===== config.mk =====
export PLATFORM = sky130hd
export DESIGN_NAME = ddl_host
export DESIGN_NICKNAME = d
export VERILOG_FILES = /design/src/inc/ddl_pkg.sv /design/src/inc/ddl_strobe_if.sv /design/src/rtl/ddl_host.sv /design/src/rtl/ddl_timer.sv
export VERILOG_INCLUDE_DIRS = /design/src /design/src/inc
export SDC_FILE = /design/constraint.sdc
export NUM_CORES = 1
export LEC_CHECK = 0
export ABC_AREA = 1
export BUFFER_PORTS_ARGS = -buffer_cell sky130_fd_sc_hd__buf_4
export CAP_MARGIN = 20
export CORE_MARGIN = 1
export CORE_UTILIZATION = 50
export CTS_BUF_LIST = sky130_fd_sc_hd__clkbuf_4
export CTS_CLUSTER_DIAMETER = 30
export DETAILED_ROUTE_END_ITERATION = 12
export PLACE_DENSITY = 0.75
export SLEW_MARGIN = 20
export SYNTH_ARGS = -nofsm -noshare
export SYNTH_HDL_FRONTEND = slang
export SYNTH_HIERARCHICAL = 1
export SYNTH_SLANG_ARGS = --single-unit

===== constraint.sdc =====
create_clock -name pclk -period 3.13 [get_ports pclk]
set_clock_uncertainty 0.2 [all_clocks]
set_input_delay 0.626 -clock pclk [delete_from_list [all_inputs] [get_ports pclk]]
set_output_delay 0.626 -clock pclk [all_outputs]
set_load 0.02 [all_outputs]

===== src/inc/ddl_params.svh =====
// timing counts, field positions and register offsets for the dual converter host
`ifndef DDL_PARAMS_SVH
`define DDL_PARAMS_SVH
`define DDL_CLK_NS        100
`define DDL_T_SETUP_NS    30
`define DDL_T_PULSE_NS    30
`define DDL_T_HOLD_NS     10
`define DDL_SETUP_CYC     ((`DDL_T_SETUP_NS + `DDL_CLK_NS - 1) / `DDL_CLK_NS)
`define DDL_PULSE_CYC     ((`DDL_T_PULSE_NS + `DDL_CLK_NS - 1) / `DDL_CLK_NS)
`define DDL_HOLD_CYC      ((`DDL_T_HOLD_NS + `DDL_CLK_NS - 1) / `DDL_CLK_NS)
`define DDL_REG_CMD       12'h000
`define DDL_REG_CTRL      12'h004
`define DDL_REG_STATUS    12'h008
`define DDL_CMD_DATA_LSB  0
`define DDL_CMD_DATA_W    12
`define DDL_CMD_CHAN_BIT  12
`define DDL_CMD_UPPER_BIT 13
`define DDL_CMD_REFBUF_BIT 14
`define DDL_CMD_GAIN_BIT  15
`define DDL_CMD_LOAD_BIT  16
`define DDL_CMD_CLEAR_BIT 17
`define DDL_CMD_WIDE_BIT  18
`define DDL_CTRL_PWR_BIT  0
`define DDL_CTRL_SYNC_BIT 1
`define DDL_STAT_BUSY_BIT 0
`define DDL_STAT_DONE_BIT 1
`define DDL_UPPER_REF_BIT 6
`define DDL_UPPER_GAIN_BIT 7
`endif


===== src/inc/ddl_pkg.sv =====
// types shared by the dual converter host
package ddl_pkg;
    typedef enum logic [2:0] {
        DDL_IDLE  = 3'b000,
        DDL_SETUP = 3'b001,
        DDL_PULSE = 3'b010,
        DDL_HOLD  = 3'b011,
        DDL_LOAD  = 3'b100,
        DDL_CLR   = 3'b101
    } ddl_state_e;
    typedef logic [15:0] ddl_word_t;
endpackage


===== src/inc/ddl_strobe_if.sv =====
// strobe request between sequencer and pin timer
`timescale 1ns/1ps
interface ddl_strobe_if;
    logic       start;
    logic [7:0] cycles;
    logic       busy;
    modport seq (output start, output cycles, input busy);
    modport tmr (input start, input cycles, output busy);
endinterface


===== src/rtl/ddl_host.sv =====
// apb-controlled host that drives the dual converter parallel port
// Operation
// - data held stable around rising strobe
// - select low around each strobe
// - synchronous mode pulses load low after the last strobe
// - byte select set before strobe
// - channel select picks first or second
//
// Design decisions made here: the placing of the registers and the APB interface to the registers.
`timescale 1ns/1ps
`include "ddl_params.svh"
module ddl_host #(
    parameter int DATA_W = 12
) (
    input  wire logic        pclk,
    input  wire logic        presetn,
    input  wire logic        psel,
    input  wire logic        penable,
    input  wire logic        pwrite,
    input  wire logic [11:0] paddr,
    input  wire logic [31:0] pwdata,
    output logic      [31:0] prdata,
    output logic             pready,
    output logic             pslverr,
    output logic      [15:0] parallel_data_pins,
    output logic             chip_select_n,
    output logic             write_n,
    output logic             channel_select,
    output logic             upper_byte_select,
    output logic             load_output_n,
    output logic             clear_n,
    output logic             power_down_n
);
    ddl_strobe_if tif ();

    ddl_timer u_timer (
        .pclk    (pclk),
        .presetn (presetn),
        .tif     (tif)
    );

    ddl_pkg::ddl_state_e st_q, st_d;
    logic [31:0] cmd_q, cmd_d;
    logic        phase_q, phase_d;
    logic        pwr_q, pwr_d;
    logic        sync_q, sync_d;
    logic        done_q, done_d;
    logic [31:0] prdata_q, prdata_d;
    logic        pready_q, pready_d;
    logic        pslverr_q, pslverr_d;
    logic [15:0] db_q, db_d;
    logic        cs_q, cs_d, wr_q, wr_d, a_q, a_d, hb_q, hb_d;
    logic        ld_q, ld_d, clr_q, clr_d;
    logic        acc;

    assign acc = psel && penable && !pready_q;

    // apb slave, command launch and pin sequencer
    always_comb begin
        st_d = st_q; cmd_d = cmd_q; phase_d = phase_q;
        pwr_d = pwr_q; sync_d = sync_q; done_d = done_q;
        prdata_d = 32'h0000_0000; pready_d = 1'b0; pslverr_d = 1'b0;
        db_d = db_q; cs_d = cs_q; wr_d = wr_q; a_d = a_q; hb_d = hb_q;
        ld_d = ld_q; clr_d = clr_q;
        tif.start = 1'b0; tif.cycles = 8'h00;
        if (acc) begin
            pready_d = 1'b1;
            if (paddr == `DDL_REG_CMD) begin
                if (pwrite && st_q == ddl_pkg::DDL_IDLE) begin
                    cmd_d = pwdata; phase_d = 1'b0; done_d = 1'b0;
                    if (pwdata[`DDL_CMD_CLEAR_BIT]) begin
                        st_d = ddl_pkg::DDL_CLR; clr_d = 1'b0;
                        tif.start = 1'b1; tif.cycles = 8'(`DDL_PULSE_CYC);
                    end else if (pwdata[`DDL_CMD_LOAD_BIT]) begin
                        st_d = ddl_pkg::DDL_LOAD; ld_d = 1'b0;
                        tif.start = 1'b1; tif.cycles = 8'(`DDL_PULSE_CYC);
                    end else begin
                        st_d = ddl_pkg::DDL_SETUP;
                    end
                end else if (pwrite) begin
                    pslverr_d = 1'b1; // busy: command refused
                end else begin
                    prdata_d = cmd_q;
                end
            end else if (paddr == `DDL_REG_CTRL) begin
                if (pwrite) begin
                    pwr_d = pwdata[`DDL_CTRL_PWR_BIT];
                    sync_d = pwdata[`DDL_CTRL_SYNC_BIT];
                end
                prdata_d = {30'h0, sync_q, pwr_q};
            end else if (paddr == `DDL_REG_STATUS) begin
                prdata_d = {30'h0, done_q, st_q != ddl_pkg::DDL_IDLE};
            end else begin
                pslverr_d = 1'b1;
            end
        end
        case (st_q)
            // idle keeps the launch decided by the bus decode above
            ddl_pkg::DDL_IDLE: begin
            end
            ddl_pkg::DDL_SETUP: begin
                // place address, byte select and data before the strobe
                cs_d = 1'b0;
                a_d = cmd_q[`DDL_CMD_CHAN_BIT];
                if (cmd_q[`DDL_CMD_WIDE_BIT]) begin
                    hb_d = 1'b0;
                    db_d = {2'b00, cmd_q[`DDL_CMD_REFBUF_BIT], cmd_q[`DDL_CMD_GAIN_BIT],
                            cmd_q[11:0]};
                end else if (!phase_q) begin
                    hb_d = 1'b0;
                    db_d = {8'h00, cmd_q[7:0]};
                end else begin
                    hb_d = 1'b1;
                    db_d = {8'h00, cmd_q[`DDL_CMD_GAIN_BIT], cmd_q[`DDL_CMD_REFBUF_BIT],
                            2'b00, cmd_q[11:8]};
                end
                tif.start = 1'b1; tif.cycles = 8'(`DDL_SETUP_CYC);
                st_d = ddl_pkg::DDL_PULSE;
            end
            ddl_pkg::DDL_PULSE: begin
                if (!tif.busy && wr_q) begin
                    wr_d = 1'b0;
                    tif.start = 1'b1; tif.cycles = 8'(`DDL_PULSE_CYC);
                end else if (!tif.busy && !wr_q) begin
                    wr_d = 1'b1;
                    tif.start = 1'b1; tif.cycles = 8'(`DDL_HOLD_CYC);
                    st_d = ddl_pkg::DDL_HOLD;
                end
            end
            ddl_pkg::DDL_HOLD: begin
                if (!tif.busy) begin
                    cs_d = 1'b1;
                    if (!cmd_q[`DDL_CMD_WIDE_BIT] && !phase_q) begin
                        phase_d = 1'b1; st_d = ddl_pkg::DDL_SETUP;
                    end else if (sync_q) begin
                        st_d = ddl_pkg::DDL_LOAD; ld_d = 1'b0;
                        tif.start = 1'b1; tif.cycles = 8'(`DDL_PULSE_CYC);
                    end else begin
                        st_d = ddl_pkg::DDL_IDLE; done_d = 1'b1;
                    end
                end
            end
            ddl_pkg::DDL_LOAD: begin
                if (!tif.busy) begin
                    ld_d = 1'b1; st_d = ddl_pkg::DDL_IDLE; done_d = 1'b1;
                end
            end
            ddl_pkg::DDL_CLR: begin
                if (!tif.busy) begin
                    clr_d = 1'b1; st_d = ddl_pkg::DDL_IDLE; done_d = 1'b1;
                end
            end
            default: st_d = ddl_pkg::DDL_IDLE;
        endcase
    end

    // register everything; pins idle inactive after reset
    always_ff @(posedge pclk or negedge presetn) begin
        if (!presetn) begin
            st_q <= ddl_pkg::DDL_IDLE; cmd_q <= 32'h0000_0000; phase_q <= 1'b0;
            pwr_q <= 1'b1; sync_q <= 1'b0; done_q <= 1'b0;
            prdata_q <= 32'h0000_0000; pready_q <= 1'b0; pslverr_q <= 1'b0;
            db_q <= 16'h0000; cs_q <= 1'b1; wr_q <= 1'b1; a_q <= 1'b0; hb_q <= 1'b0;
            ld_q <= 1'b1; clr_q <= 1'b1;
        end else begin
            st_q <= st_d; cmd_q <= cmd_d; phase_q <= phase_d;
            pwr_q <= pwr_d; sync_q <= sync_d; done_q <= done_d;
            prdata_q <= prdata_d; pready_q <= pready_d; pslverr_q <= pslverr_d;
            db_q <= db_d; cs_q <= cs_d; wr_q <= wr_d; a_q <= a_d; hb_q <= hb_d;
            ld_q <= ld_d; clr_q <= clr_d;
        end
    end

    assign prdata = prdata_q;
    assign pready = pready_q;
    assign pslverr = pslverr_q;
    assign parallel_data_pins = db_q;
    assign chip_select_n = cs_q;
    assign write_n = wr_q;
    assign channel_select = a_q;
    assign upper_byte_select = hb_q;
    assign load_output_n = ld_q;
    assign clear_n = clr_q;
    assign power_down_n = pwr_q;
endmodule


===== src/rtl/ddl_timer.sv =====
// small down counter that times each pin phase
`timescale 1ns/1ps
module ddl_timer (
    input  wire logic   pclk,
    input  wire logic   presetn,
    ddl_strobe_if.tmr   tif
);
    logic [7:0] cnt_q;
    logic [7:0] cnt_d;

    // load on start, count down while nonzero
    always_comb begin
        cnt_d = cnt_q;
        if (tif.start) begin
            cnt_d = tif.cycles;
        end else if (cnt_q != 8'h00) begin
            cnt_d = cnt_q - 8'h01;
        end
    end

    always_ff @(posedge pclk or negedge presetn) begin
        if (!presetn) begin
            cnt_q <= 8'h00;
        end else begin
            cnt_q <= cnt_d;
        end
    end

    // busy from the register only: the sequencer reads busy and raises start
    // in one process, so a start term here would form a zero-delay loop
    assign tif.busy = (cnt_q > 8'h01);
endmodule


==> summary.md <==
| Metric | Value |
|---|---|
| Die height | 95.3 microns |
| RSZ-0062 raised after global routing | no |
| CTS buffer count | 9 |
| Drt wl/cell | 12.9 microns |
| Metal2 WL | 4150 microns |
| Final setup fails | 0 |
| Core Area | 8300 sq um |
| Post-synthesis cell count | 471 |
| # resized after CTS | 0 |
| Violated checks | hold timing |
| Crit path cell chain | inv_1 > ha_1 > o211ai_1 > buf_4 > nor2_1 > nand3_1 > nand4_1 > inv_1 > buf_4 > or2_2 > nand2_1 > a21oi_1 |
| Inserted Diodes | 0 |
| #FFs+latches synth | 101 |
| Multi-input gate area | 1460 sq um |
| Max-slew violations | 0 |
| Initial antenna violation count | 0 |
| Setup crit end kind | flop |
| Max Clock Freq | 395 MHz |
| Largest net degree at the start of global routing | 67 |
| Hold crit path type | input port to async pin |
| Die width | 95.3 microns |
| Detailed Route WL | 8920 microns |
| Synthesis Warnings | 6 |
| Placed Cells | 678 |
| Final-stage net count | 636 |
| Setup bufs post-CTS | 0 |
| Synth-to-Final Area Change | 24.2% |
| Mapped Area | 4350 sq um |
| Pwr dens | 596 nW/um^2 |
| CTS Hold Bufs | 0 |
| Final cell count without fillers | 694 |
| Hold WS | -0.00327 ns |
| Fin crit share | 81.0% |
| Setup Crit Path Kind | flop to flop |
| Vias in the first global route | 3,280 |
| Drt initial violations | 156 |
| CP startpoint kind | flop |
| Clock Latency Late Sink | 0.43 ns |
| Seq/Total Area, Yosys | 58.2% |
| Met1 WL | 4070 microns |
| Final Hold Viols | 2 |
| Worst setup margin | 0.596 ns |
| Final Critical Period | 2.53 ns |
| Placement Rows | 33 |
| Max-cap violations | 0 |
| Worst-case clock buffer depth | 2 |
| Worst Path Required | 3.27 ns |
| First-pass GRT wire length | 15,100 microns |
| Clock Sinks | 101 |
| Reg area | 2530 sq um |
| Reg clk slew, reported paths | 0.16 ns |
| Syn avg cell area | 9.24 sq um |
| I/O pin count | 106 |
| Fill cells | 693 |
| Setup TNS Final | 0 ns |
| First-pass iteration count of the detailed router | 6 |
| Outcome | finished with violations |
| Met3 WL | 560 microns |
| CTS tree | built |
| Clock Tree Root | clkbuf_4 |
| Port Buffers | 103 |
| Highest metal used | met4 |
| Post-DRT Antenna Nets | 0 |
| Drc violations | 0 |
| Total track usage | 21.8% |
| Detailed Place HPWL | 6420 microns |
| Max incr delay on CP | 0.44 ns |
| DIE AREA | 9080 sq um |
| Starting Density | 52.4% |
| Share of cells above drive strength 1 | 30.1% |
| Rel. slew slack | 50.3% |
| Max IR drop VDD | 0.000277 V |
| Leak | 2.94 nW |
| RePlAce Congestion | 0.786 |
| WP data arrival | 2.67 ns |
| Most common cell after layout, fill and taps aside | buf_4 |
| Slew @ Worst Pin | 0.746 ns |
| Netlist cell types | 31 |
| Pre-CTS setup slack | 0.571 ns |
| Total power | 3.22 mW |
| Max stage delay cell, worst path | dfrtp_1 |
| Remaining Overflow, GRT | 0 |
| Via/cell ratio | 4.90 |
| Most frequent cells in the layout | buf_4 (108), nand2_1 (97), dfrtp_1 (96), inv_1 (69), nor2_1 (60) |
| Total vias in the final route | 3,398 |
| Crit Path Max Fanout | 12 |
| CTS HTree Levels | 3 |
registers in the layout, summed over array words and instances, names as in the netlist:
signal,flops
pslverr,1
clear_n,1
parallel_data_pins,14
chip_select_n,1
sync_q,1
upper_byte_select,1
channel_select,1
load_output_n,1
write_n,1
u_timer/cnt_q,8
st_q,3
pready,1
phase_q,1
power_down_n,1
cmd_q,32
done_q,1
prdata,32
logic make-up after synthesis:
family | Yosys count | synth area share, %
other cells | 1 | 0.0862
compound gates | 84 | 12.5
fa+ha+maj | 3 | 0.863
buf+inv | 88 | 8.88
flops | 101 | 58.2
simple gates | 194 | 19.4
metal layers:
metal | up-vias | global-route usage [%]
met5 | - | 0
met4 | 0 | 7.20
met3 | 13 | 4.63
met2 | 105 | 33.8
met1 | 1588 | 30.7
li1 | 1692 | -
metrics by stage:
step	hold WS [ns]	area (sq um)	util, %
after floorplan	0.130	4380	-
after global placement	0.264	5230	63.1
after detailed placement	0.267	5230	63.1
after CTS	0.0161	5400	65.1
after global routing	0.0294	5400	65.1
final	-0.00327	5400	65.1
final cells by class:
type | instances | area share (%)
tap | 105 | 2.43
timing repair buffer | 109 | 15.4
clock buffer | 10 | 1.39
multi-input combinational | 290 | 27.0
sequential | 101 | 46.9
clock inverter | 6 | 1.74
inverter | 73 | 5.12
Yosys cell counts:
library cell  count  share of area (%)
or2_2             2               0.29
conb_1            1              0.086
buf_4             3               0.52
nand3_2           3               0.69
nand2_2           3               0.43
a21oi_1           6               0.69
o21a_1            1               0.17
nand2_1          97                8.4
o311ai_0          1               0.20
nor2_2            2               0.29
o21ai_0          25                2.9
nand4_1           3               0.43
nor2_1           60                5.2
o31ai_1           6                1.0
inv_2             3               0.26
ha_1              3               0.86
dfrtp_1          96                 55
buf_6             4                1.0
nor3_1            5               0.57
o211ai_1          2               0.34
nand3_1          12                1.4
dfstp_2           5                3.0
nor2_4            6                1.6
a31oi_1           1               0.14
o21ai_1          16                1.8
clkbuf_4          1               0.17
nor3_2            1               0.23
buf_2             7               0.80
inv_4             1               0.14
o21ai_2          26                5.2
inv_1            69                6.0
report_power, final:
group	switching [mW]	internal [mW]	total (mW)
registers	0.133	1.47	1.60
clock network	0.433	0.341	0.774
logic	0.490	0.354	0.845
total	1.06	2.16	3.22
worst paths after layout:
kind,start,to,slack [ns],cells past startpoint
max,u_timer/cnt_q[0],u_timer/cnt_q[5],0.60,12
min,presetn,channel_select,-0.003,1
max reg2reg,u_timer/cnt_q[0],u_timer/cnt_q[5],0.60,12
min reg2reg,write_n,write_n,0.29,2
max in group asynchronous,presetn,load_output_n,1.96,2
min in group pclk,pwdata[7],cmd_q[7],0.18,3
worst max-delay path: cells and delay by family (launching register included):
family          cells  cell delay, ns
compound gates      2            0.14
buf+inv             4            0.62
fa+ha+maj           1            0.22
simple gates        5            0.81
flops               1            0.44
(Power assumes the default switching activity.)
